<file path="config.mk">
export PLATFORM = sky130hd
export DESIGN_NAME = wdr_top
export DESIGN_NICKNAME = d
export VERILOG_FILES = /design/src/verilog/wdr_pkg.sv /design/src/verilog/wdr_top.sv
export VERILOG_INCLUDE_DIRS = /design/src /design/src/verilog
export SDC_FILE = /design/constraint.sdc
export NUM_CORES = 1
export LEC_CHECK = 0
export BUFFER_PORTS_ARGS = -buffer_cell sky130_fd_sc_hd__buf_2
export CAP_MARGIN = 20
export CORE_MARGIN = 1.5
export CORE_UTILIZATION = 53
export DETAILED_ROUTE_END_ITERATION = 10
export HOLD_SLACK_MARGIN = 0.15
export PLACE_DENSITY = 0.91
export SYNTH_ARGS = -nofsm -noshare
export SYNTH_HDL_FRONTEND = slang
export SYNTH_SLANG_ARGS = --single-unit
</file>
<file path="constraint.sdc">
create_clock -name i_clk -period 2.9 [get_ports i_clk]
set_input_delay 0.145 -clock i_clk [delete_from_list [all_inputs] [get_ports i_clk]]
set_output_delay 0.145 -clock i_clk [all_outputs]
set_load 0.005 [all_outputs]
</file>
<file path="src/verilog/wdr_cfg.svh">
`ifndef WDR_CFG_SVH
`define WDR_CFG_SVH

// System clock period in ns (100 MHz)
`define WDR_CLK_NS 10
// Start-up delay after the last reset source goes away, in us
`define WDR_STARTUP_US 65
// Watchdog oscillator nominal frequency, in Hz
`define WDR_OSC_HZ 1000000
// Shortest watchdog time-out in oscillator cycles (select code 000)
`define WDR_WDT_BASE_CYC 16384
// Change enable window length in system cycles
`define WDR_CE_CYCLES 3'h4

// Byte addresses on the register bus
`define WDR_ADR_CAUSE 8'h00
`define WDR_ADR_WDTCTL 8'h04

// Reset cause register fields
`define WDR_CAUSE_DBG 4
`define WDR_CAUSE_WDT 3
`define WDR_CAUSE_BO 2
`define WDR_CAUSE_EXT 1
`define WDR_CAUSE_POR 0
`define WDR_CAUSE_RST 5'h00
// Flags that stay in legacy compatibility mode
`define WDR_CAUSE_LEGACY_MASK 5'h03

// Watchdog control register fields
`define WDR_CTL_CE 4
`define WDR_CTL_EN 3
`define WDR_CTL_TS_HI 2
`define WDR_CTL_TS_LO 0
`define WDR_TS_RST 3'h0

`endif

</file>
<file path="src/verilog/wdr_pkg.sv">
package wdr_pkg;

  // Watchdog safety level derived from the fuses
  typedef enum logic [1:0] {
    WDR_LVL0,
    WDR_LVL1,
    WDR_LVL2
  } wdr_level_type;

endpackage : wdr_pkg

</file>
<file path="src/verilog/wdr_top.sv">
`include "wdr_cfg.svh"

module wdr_top #(
  // Start-up delay in system cycles; shorten for simulation
  parameter int P_STARTUP_CYC = `WDR_STARTUP_US * 1000 / `WDR_CLK_NS,
  // Watchdog base time-out in oscillator cycles
  parameter int P_WDT_BASE_CYC = `WDR_WDT_BASE_CYC
) (
  input wire logic i_clk,
  input wire logic i_rst,
  // Classic Wishbone slave
  input wire logic i_wb_cyc,
  input wire logic i_wb_stb,
  input wire logic i_wb_we,
  input wire logic [7:0] i_wb_adr,
  input wire logic [3:0] i_wb_sel,
  input wire logic [31:0] i_wb_dat,
  output logic [31:0] o_wb_dat,
  output logic o_wb_ack,
  // Reset sources
  input wire logic i_power_on_det,
  input wire logic i_ext_reset_n,
  input wire logic i_brownout_detector,
  input wire logic i_brownout_enable_fuse,
  input wire logic i_debug_reset_instruction,
  // Fuses
  input wire logic i_legacy_compat_fuse,
  input wire logic i_always_on_fuse,
  // Watchdog oscillator and restart instruction
  input wire logic i_wdt_osc,
  input wire logic i_wdt_restart,
  // Results
  output logic o_int_reset,
  output logic o_wdt_enabled,
  output logic [1:0] o_safety_level
);

  // Width of the start-up stretch counter
  localparam int STRETCH_W = 24;
  // Width of the watchdog counter, holds 2048K
  localparam int WDT_W = 22;
  // Start-up count at counter width
  localparam logic [STRETCH_W-1:0] STARTUP_LD =
    STRETCH_W'(P_STARTUP_CYC);
  // Base time-out at counter width
  localparam logic [WDT_W-1:0] WDT_BASE = WDT_W'(P_WDT_BASE_CYC);

  // Qualified reset sources, all active high
  logic src_por;
  logic src_ext;
  logic src_bo;
  logic src_dbg;
  // Any source, including the watchdog pulse
  logic src_any;
  // Start-up stretch counter
  logic [STRETCH_W-1:0] stretch_r;
  // Stretch still running
  logic stretch_busy;

  // Watchdog expiry pulse, one system cycle
  logic wdt_pulse_r;
  // Watchdog counter and its time-out limit
  logic [WDT_W-1:0] wdt_cnt_r;
  logic [WDT_W-1:0] wdt_limit;
  // Oscillator edge detection
  logic osc_d_r;
  logic osc_tick;

  // Control register state
  logic wde_r;
  logic change_enable_r;
  logic [2:0] wdp_r;
  logic [2:0] ce_cnt_r;
  // Fuse-derived level and initial enable
  wdr_pkg::wdr_level_type level;
  logic wde_init;

  // Reset cause flags
  logic [4:0] cause_r;
  logic [4:0] cause_nxt;
  logic [4:0] cause_impl;

  // Bus decode
  logic bus_req;
  logic bus_commit;
  logic wr_cause;
  logic wr_ctl;
  logic [7:0] wr_byte;
  logic [7:0] rd_mux;
  logic [7:0] ctl_view;

  // Source qualification; pin and detectors act without a clock
  // The brown-out detector only counts when its fuse is programmed
  always_comb begin
    src_por = i_power_on_det;
    src_ext = !i_ext_reset_n;
    src_bo = i_brownout_detector && i_brownout_enable_fuse;
    src_dbg = i_debug_reset_instruction;
    src_any = src_por || src_ext || src_bo || src_dbg || wdt_pulse_r;
  end

  // Stretch counter: reloaded while a source is active
  // A watchdog pulse reloads it too, so counting starts
  // on the falling edge of that one-cycle pulse
  always_ff @(posedge i_clk) begin
    if (i_rst) begin
      stretch_r <= STARTUP_LD;
    end else if (src_any) begin
      // Held at full count; counting begins when sources drop
      stretch_r <= STARTUP_LD;
    end else if (stretch_r != '0) begin
      stretch_r <= stretch_r - STRETCH_W'(1);
    end
  end

  assign stretch_busy = (stretch_r != '0);

  // Internal reset: raw sources pass straight through
  // so a stopped clock cannot hold off the reset
  always_comb begin
    o_int_reset = src_any || stretch_busy;
  end

  // Safety level from the two fuses
  // Always-on wins over the legacy fuse when both are programmed
  always_comb begin
    if (i_always_on_fuse) begin
      level = wdr_pkg::WDR_LVL2;
    end else if (i_legacy_compat_fuse) begin
      level = wdr_pkg::WDR_LVL0;
    end else begin
      level = wdr_pkg::WDR_LVL1;
    end
    // Only level 2 starts enabled
    wde_init = (level == wdr_pkg::WDR_LVL2);
    o_safety_level = level;
  end

  // Implemented flags depend on the legacy fuse
  always_comb begin
    if (i_legacy_compat_fuse) begin
      cause_impl = `WDR_CAUSE_LEGACY_MASK;
    end else begin
      cause_impl = 5'h1F;
    end
  end

  // Bus handshake: answer one cycle after the request
  assign bus_req = i_wb_cyc && i_wb_stb;
  // Write lands on the edge the master sees ack
  assign bus_commit = bus_req && o_wb_ack && i_wb_we && i_wb_sel[0];
  assign wr_cause = bus_commit && (i_wb_adr == `WDR_ADR_CAUSE);
  assign wr_ctl = bus_commit && (i_wb_adr == `WDR_ADR_WDTCTL);
  assign wr_byte = i_wb_dat[7:0];

  // Acknowledge register, drops the cycle after it is given
  // Registered ack costs a cycle but keeps the bus path short;
  // the !o_wb_ack term stops a held request being answered twice
  always_ff @(posedge i_clk) begin
    if (i_rst) begin
      o_wb_ack <= 1'b0;
    end else begin
      o_wb_ack <= bus_req && !o_wb_ack;
    end
  end

  // Control register as seen by software
  always_comb begin
    ctl_view = 8'h00;
    ctl_view[`WDR_CTL_CE] = change_enable_r;
    // Level 2 always shows enabled
    ctl_view[`WDR_CTL_EN] = wde_r || (level == wdr_pkg::WDR_LVL2);
    ctl_view[`WDR_CTL_TS_HI:`WDR_CTL_TS_LO] = wdp_r;
  end

  // Read mux; unmapped addresses read as zero
  // Unimplemented flags are masked here as well as at the source
  always_comb begin
    unique case (i_wb_adr)
      `WDR_ADR_CAUSE: rd_mux = {3'h0, cause_r & cause_impl};
      `WDR_ADR_WDTCTL: rd_mux = ctl_view;
      default: rd_mux = 8'h00;
    endcase
  end

  // Read data captured with the acknowledge
  // Loaded on the taking edge so it stands while ack is high
  always_ff @(posedge i_clk) begin
    if (i_rst) begin
      o_wb_dat <= 32'h0000_0000;
    end else if (bus_req && !o_wb_ack && !i_wb_we) begin
      o_wb_dat <= {24'h00_0000, rd_mux};
    end
  end

  // Flag next state; a set in the clear cycle wins
  always_comb begin
    cause_nxt = cause_r;
    // Software clears by writing zero, ones are ignored
    if (wr_cause) begin
      cause_nxt = cause_nxt & wr_byte[4:0];
    end
    // Power-on clears every flag except itself and debug
    if (src_por) begin
      cause_nxt[`WDR_CAUSE_WDT] = 1'b0;
      cause_nxt[`WDR_CAUSE_BO] = 1'b0;
      cause_nxt[`WDR_CAUSE_EXT] = 1'b0;
    end
    // Brown-out clears the debug flag
    if (src_bo) begin
      cause_nxt[`WDR_CAUSE_DBG] = 1'b0;
    end
    // Sets come last so they win over every clear but the brown-out clear of debug
    if (src_por) begin
      cause_nxt[`WDR_CAUSE_POR] = 1'b1;
    end
    if (src_ext) begin
      cause_nxt[`WDR_CAUSE_EXT] = 1'b1;
    end
    if (src_bo) begin
      cause_nxt[`WDR_CAUSE_BO] = 1'b1;
    end
    if (wdt_pulse_r) begin
      cause_nxt[`WDR_CAUSE_WDT] = 1'b1;
    end
    if (src_dbg && !src_bo) begin
      cause_nxt[`WDR_CAUSE_DBG] = 1'b1;
    end
    // Unimplemented flags never hold a one
    cause_nxt = cause_nxt & cause_impl;
  end

  // Reset cause register; not touched by the internal reset
  // Flags must survive the reset they record, so only i_rst clears
  always_ff @(posedge i_clk) begin
    if (i_rst) begin
      cause_r <= `WDR_CAUSE_RST;
    end else begin
      cause_r <= cause_nxt;
    end
  end

  // Change window: open four cycles after a qualifying write
  // The internal reset closes it, so a stale window can never
  // survive a chip reset and unlock the next boot
  always_ff @(posedge i_clk) begin
    if (i_rst || o_int_reset) begin
      change_enable_r <= 1'b0;
      ce_cnt_r <= 3'h0;
    end else if (wr_ctl && wr_byte[`WDR_CTL_CE] && wr_byte[`WDR_CTL_EN]) begin
      // Both ones in one write open or restart the window
      change_enable_r <= 1'b1;
      ce_cnt_r <= `WDR_CE_CYCLES;
    end else if (wr_ctl) begin
      // Second step uses the window, then closes it
      change_enable_r <= 1'b0;
      ce_cnt_r <= 3'h0;
    end else if (ce_cnt_r == 3'h1) begin
      // Window lapses; configuration stays as it was
      change_enable_r <= 1'b0;
      ce_cnt_r <= 3'h0;
    end else if (ce_cnt_r != 3'h0) begin
      ce_cnt_r <= ce_cnt_r - 3'h1;
    end
  end

  // Watchdog enable bit
  // Priority: reset, level 2 lock, enable, then guarded disable;
  // enable ranks above disable so a write of one never loses
  always_ff @(posedge i_clk) begin
    if (i_rst || o_int_reset) begin
      wde_r <= wde_init;
    end else if (level == wdr_pkg::WDR_LVL2) begin
      // Stays on whatever is written
      wde_r <= 1'b1;
    end else if (wr_ctl && wr_byte[`WDR_CTL_EN]) begin
      // Enabling needs no unlock at any level
      wde_r <= 1'b1;
    end else if (wr_ctl && change_enable_r) begin
      // Zero accepted only with the window open
      wde_r <= 1'b0;
    end
  end

  // Time-out select field
  // At levels 1 and 2 writes outside the window are dropped silently, no error flag
  always_ff @(posedge i_clk) begin
    if (i_rst || o_int_reset) begin
      wdp_r <= `WDR_TS_RST;
    end else if (wr_ctl) begin
      // Level 0 changes freely, others need the window
      if (level == wdr_pkg::WDR_LVL0 || change_enable_r) begin
        wdp_r <= wr_byte[`WDR_CTL_TS_HI:`WDR_CTL_TS_LO];
      end
    end
  end

  assign o_wdt_enabled = wde_r;

  // Oscillator sampled as a plain input; rising edge is a tick
  // Limitation: the oscillator must run below half the bus clock,
  // or ticks are missed and the time-out stretches
  always_ff @(posedge i_clk) begin
    if (i_rst) begin
      osc_d_r <= 1'b0;
    end else begin
      osc_d_r <= i_wdt_osc;
    end
  end

  // One tick per oscillator period, detected on the bus clock
  assign osc_tick = i_wdt_osc && !osc_d_r;

  // Time-out limit doubles with each select code
  always_comb begin
    wdt_limit = WDT_BASE << wdp_r;
  end

  // Watchdog counter
  // Wraps at the limit; the expiry pulse and the reset it raises
  // then clear it, so no second pulse can follow in the same spell
  always_ff @(posedge i_clk) begin
    if (i_rst || o_int_reset || !wde_r || i_wdt_restart) begin
      // Cleared by reset, disable and the restart instruction
      wdt_cnt_r <= '0;
    end else if (osc_tick) begin
      if (wdt_cnt_r == wdt_limit - WDT_W'(1)) begin
        wdt_cnt_r <= '0;
      end else begin
        wdt_cnt_r <= wdt_cnt_r + WDT_W'(1);
      end
    end
  end

  // Expiry pulse; the chip reset that follows clears the counter
  // Gated by the internal reset so a running stretch cannot expire
  always_ff @(posedge i_clk) begin
    if (i_rst) begin
      wdt_pulse_r <= 1'b0;
    end else begin
      wdt_pulse_r <= !o_int_reset && wde_r && !i_wdt_restart && osc_tick
        && (wdt_cnt_r == wdt_limit - WDT_W'(1));
    end
  end

endmodule : wdr_top

</file>
Word level (Yosys, flattened, before mapping)
Cells that the tools add are included.

Add/subtract/negate cells: 4. $mul: 0. Div/mod/pow operators: 0. Magnitude comparators: 0. Equality and inequality tests: 4. Shifts and indexed selects: 1. Muxes and demuxes: 24. Bitwise gates (word level): 3. Reduce and logical (&&, ||, !) cells: 47.

Operator list (count): 24-bit nonzero test (1); 24-bit by 1-bit subtractor with 24-bit output, second input constant (1); 22-bit by 1-bit adder with 22-bit output, second input constant (1); 22-bit == test (1); 22-bit two-way mux (1); 15-bit by 3-bit << shifter with 22-bit output, first input constant (1); 22-bit by 1-bit subtractor with 22-bit output, second input constant (1); 1-bit logical AND (19); 5-bit bitwise AND (3); 3-bit two-way mux (5); 1-bit two-way mux (14); 1-bit logical OR (10); 5-bit two-way mux (2); 5-bit case mux with 2 select lines (1); 8-bit by 3-bit == test with 1-bit output, second input constant (1); 1-bit logical NOT (8); 8-bit logical NOT (1); 4-bit nonzero test (2); 3-bit nonzero test (2); 4-bit OR reduction (1); 3-bit by 1-bit == test with 1-bit output, second input constant (1); 3-bit by 1-bit subtractor with 3-bit output, second input constant (1); 2-bit == test, second input constant (1); 2-bit logical NOT (1); 3 further kinds (3).

Bits in registers: 70. Latch bits: 0. Bits in writable memories: 0. ROM bits: 0. Bits of input ports: 58. Output and inout bits: 37. Memories kept: 0.

Longest topological paths before layout
Word-level depth: 11. Depth in mapped cells: 9.

Worst setup path after synthesis
No wires, ideal clock.

Path kind: register -> register. Start point: register wdp_r[2]. End point: register wdt_cnt_r[11]. Setup time: 0.119 ns. Data arrival time: 2.547 ns. Setup slack: 0.234 ns. Stages on the path, launching flop included: 10. Path buffers: 2. Cell sequence: dfxtp_1 clkbuf_1 or3_1 ha_1 nor2b_1 nor4b_1 o311ai_0 a311oi_4 buf_4 nor3_2.

Cells in the longest elaborated chain, start to end: 4.

Ends and longest elaborated chain: start: declaration (line wdr_top.sv:72) `logic [2:0] wdp_r;`; start signal: assignment (line wdr_top.sv:289) `` wdp_r <= `WDR_TS_RST; ``; start signal: assignment (line wdr_top.sv:293) `` wdp_r <= wr_byte[`WDR_CTL_TS_HI:`WDR_CTL_TS_LO]; ``; 15-bit by 3-bit << shifter with 22-bit output (line wdr_top.sv:316) `wdt_limit = WDT_BASE << wdp_r;`; 22-bit by 1-bit subtractor with 22-bit output (line wdr_top.sv:327) `if (wdt_cnt_r == wdt_limit - WDT_W'(1)) begin`; 22-bit == test (line wdr_top.sv:327); 22-bit two-way mux (line wdr_top.sv:327); end signal: assignment (line wdr_top.sv:330) `wdt_cnt_r <= wdt_cnt_r + WDT_W'(1);`; end: declaration (line wdr_top.sv:63) `logic [WDT_W-1:0] wdt_cnt_r;`.

No other way between the ends. A chain may end at the register's enable or synchronous reset.

Worst setup path in the final report
Start point: register wdp_r[0]. End point: register wdt_cnt_r[1].

Same word-level chain as after synthesis.

==> results.py <==
metrics = {
    "timing": {
        "fmax_mhz": 369.8,
        "setup_viol": 0,
        "period_share_pct": 93.26,
        "finalClockSkew_ns": 0.01313,
        "relSlewSlack_pct": 59.19,
        "final.setup.tns_ns": 0,
        "setup_ws_ns": 0.1956,
        "rsz0062_at_grt": "false",
        "min_period_ns": 2.704,
        "tightest_slew_ns": 0.6106,
        "finalMaxSlewViolations": 0,
        "finalHoldViolations": 0,
    },
    "layout": {
        "drive_gt1_share_pct": 17.31,
        "layout.nets": 551,
        "fill_cells": 513,
        "synthToLayoutAreaGrowth_pct": 15.30,
        "multi_input_area_um2": 2136,
        "regArea_um2": 1351,
    },
    "cts": {
        "cts_tree": "done",
        "cts.path.max_buffers": 2,
        "clk_latency_ns": 0.36,
        "postCtsSetupBuffers": 0,
        "numCtsBuffers": 9,
        "clk_pin_slew_ns": 0.07,
        "postCtsResizedCells": 0,
        "cts_htree_levels": 3,
        "cts_root_buffer": "clkbuf_8",
        "cts.sinks": 67,
    },
    "setup_path": {
        "worstPathArrival_ns": 2.93,
        "slowest_delay_ns": 0.46,
        "critPathCaptureType": "register",
        "path_cells": "inv_1, or3_1, ha_1, nor2b_1, nor4b_1, o311ai_0, buf_4, a311oi_4, buf_12, nor3_1",
        "worstSetupPathType": "register to register",
        "cp_max_fo": 15,
        "crit_slowest_cell": "dfxtp_1",
        "cp-start-kind": "register",
        "required_ns": 3.13,
    },
    "route": {
        "drc": 0,
        "dr_wl_met3_um": 637,
        "ant_nets": 0,
        "met1_length_um": 3570,
        "firstDrtPassIters": 6,
        "viasPerCell": 5.782,
        "drtIter0Drc": 218,
        "route.met2.wl_um": 4573,
        "via_count": 3400,
        "wirelength_um": 9048,
        "avgRoutedWirePerCell_um": 15.39,
        "top_layer": "met4",
    },
    "hold_path": {
        "hp-class": "primary input to register",
    },
    "logic_synthesis": {
        "syn_area_per_cell_um2": 8.770,
        "synth-main-ff-cell": "dfxtp_1",
        "syn_area_um2": 3736,
        "synth_edf_count": 1,
        "yosys_warnings": 0,
        "yosysSeqAreaShare_pct": 36.17,
        "ys_ff_latch": 67,
        "synth_cell_types": 58,
        "ys_async_sr_fraction_pct": 0,
        "synthCells": 426,
    },
    "placement": {
        "gp_congestion": 0.8907,
        "hpwl_um": 5634,
        "place_ws_ns": 0.2082,
        "numPortBuffers": 37,
    },
    "die": {
        "die_area_um2": 7562,
        "start_util_pct": 54.99,
        "rows": 30,
        "io_pins": 95,
        "die_w_um": 86.96,
        "die_h_um": 86.96,
        "fp.coreArea_um2": 6794,
    },
    "outcome": {
        "status": "complete, no violations",
    },
    "power": {
        "irDropWorstVdd_mv": 0.2570,
        "p_leak_nw": 1.602,
        "power_mw": 1.760,
        "p_per_area_nw_per_um2": 408.6,
    },
    "job": {
        "drv_cap": 0,
    },
    "global_routing": {
        "grt_antenna_before_repair": 1,
        "grt_first_pass_wirelength_um": 14700,
        "grt_max_degree": 23,
        "grt_use_total_pct": 24.77,
        "grt_pass1_vias": 3261,
        "gr-total-overflow": 0,
    },
}
## critical path: cells and delay by family, from the launching register on
family / cells / cell delay [ns]
AND/OR/NAND/NOR: 4 / 0.94
buffers and inverters: 3 / 0.51
AO/OA/AOI/OAI: 2 / 0.47
flip-flops: 1 / 0.46
adder cells (fa/ha/maj): 1 / 0.21
## final cells by class
type,instances,share of cell area (%)
antenna,1,0.05809
clock buffer,14,4.008
clock inverter,2,0.2324
inverter,12,1.046
multi-input combinational,329,49.58
sequential,67,31.37
tap,96,2.788
timing repair buffer,67,10.92
## synth_stat cells, drive strengths merged, types with 5 or more instances
| library cell | n | area share [%] |
|---|---|---|
| dfxtp | 66 | 35 |
| nor3 | 31 | 6.0 |
| xor2 | 28 | 6.6 |
| nand4b | 5 | 1.6 |
| a211oi | 7 | 1.4 |
| xnor2 | 13 | 3.0 |
| nand3 | 20 | 2.7 |
| mux2i | 5 | 1.3 |
| nor2b | 8 | 1.3 |
| buf | 36 | 7.3 |
| inv | 12 | 1.2 |
| a21oi | 8 | 1.1 |
| nor4 | 8 | 1.3 |
| ha | 7 | 2.3 |
| nand2 | 24 | 2.5 |
| o211ai | 8 | 1.7 |
| o21ai | 12 | 1.6 |
| or3 | 10 | 1.7 |
| nand4 | 9 | 1.5 |
| clkbuf | 8 | 0.80 |
| or4 | 8 | 1.6 |
| nor2 | 47 | 5.2 |
## cell families after synthesis
kind of cell    after synthesis  synth area share, %
simple gates                194                30.21
flops                        67                36.17
buf+inv                      56                9.277
compound gates               55                10.95
xor+xnor                     41                9.612
fa+ha+maj                     7                2.344
mux                           5                1.340
other cells                   1               0.1004
## power breakdown
part | total (mW) | switching (mW) | internal (mW)
clock | 0.721 | 0.343 | 0.378
sequential | 0.938 | 0.00671 | 0.931
combinational | 0.101 | 0.0536 | 0.0471
## state kept, by name (all words and copies together), names as in the netlist
register and cells:
osc_d_r 1, ce_cnt_r 3, o_wb_dat 5, wdp_r 3
o_wdt_enabled 1, change_enable_r 1, o_wb_ack 1, cause_r 5
stretch_r 24, wdt_pulse_r 1, wdt_cnt_r 22
## layer usage
metal  up-vias  global-route usage (%)
li1       1585                       -
met1      1606                   27.44
met2       174                   44.19
met3        35                   5.972
met4         0                   12.02
met5         -                       0
## path summary, 6_finish.rpt
path,start,endpoint,slack [ns],cells after the start
setup / recovery,wdp_r[0]$_SDFFE_PP0P_,wdt_cnt_r[1]$_SDFFE_PP0P_,0.20,10
hold / removal,i_wb_we,o_wb_dat[4]$_SDFFE_PP0P_,0.14,4
hold reg to reg,wdt_pulse_r$_SDFF_PP0_,cause_r[3]$_SDFF_PP0_,0.49,1
setup reg to reg,wdp_r[0]$_SDFFE_PP0P_,wdt_cnt_r[1]$_SDFFE_PP0P_,0.20,10
## per-stage QoR
step	std cells	area, um^2	utilization, %	hold slack, ns
floorplan	452	3834	-	0.2369
global placement	550	3918	57.66	0.3492
detailed placement	550	3918	57.66	0.3566
CTS	586	4300	63.30	0.1521
global route	588	4308	63.41	0.2211
finish	588	4308	63.41	0.1395
## cells in the final DEF, fill, tap and decap left out, types with 3 or more instances in the layout
master,instances
a211oi_1,7
a21oi_1,8
a22oi_1,4
and3_1,4
and4_1,4
buf_2,38
buf_4,8
clkbuf_8,12
conb_1,27
dfxtp_1,66
dlygate4sd3_1,20
ha_1,7
inv_1,12
mux2i_1,5
nand2_1,23
nand2b_1,3
nand3_1,20
nand4_1,9
nand4b_1,4
nor2_1,46
nor2b_1,8
nor3_1,17
nor3_2,14
nor4_1,8
nor4b_1,3
o211ai_1,7
o21ai_0,12
or2_2,3
or3_1,10
or4_1,8
xnor2_1,13
xor2_1,28
## repair_timing
item,CTS,global route
hold buffers,20,0
endpoints found under the hold margin,16,0
setup endpoints to repair,0,0
Power figures use the tool's default switching activity.
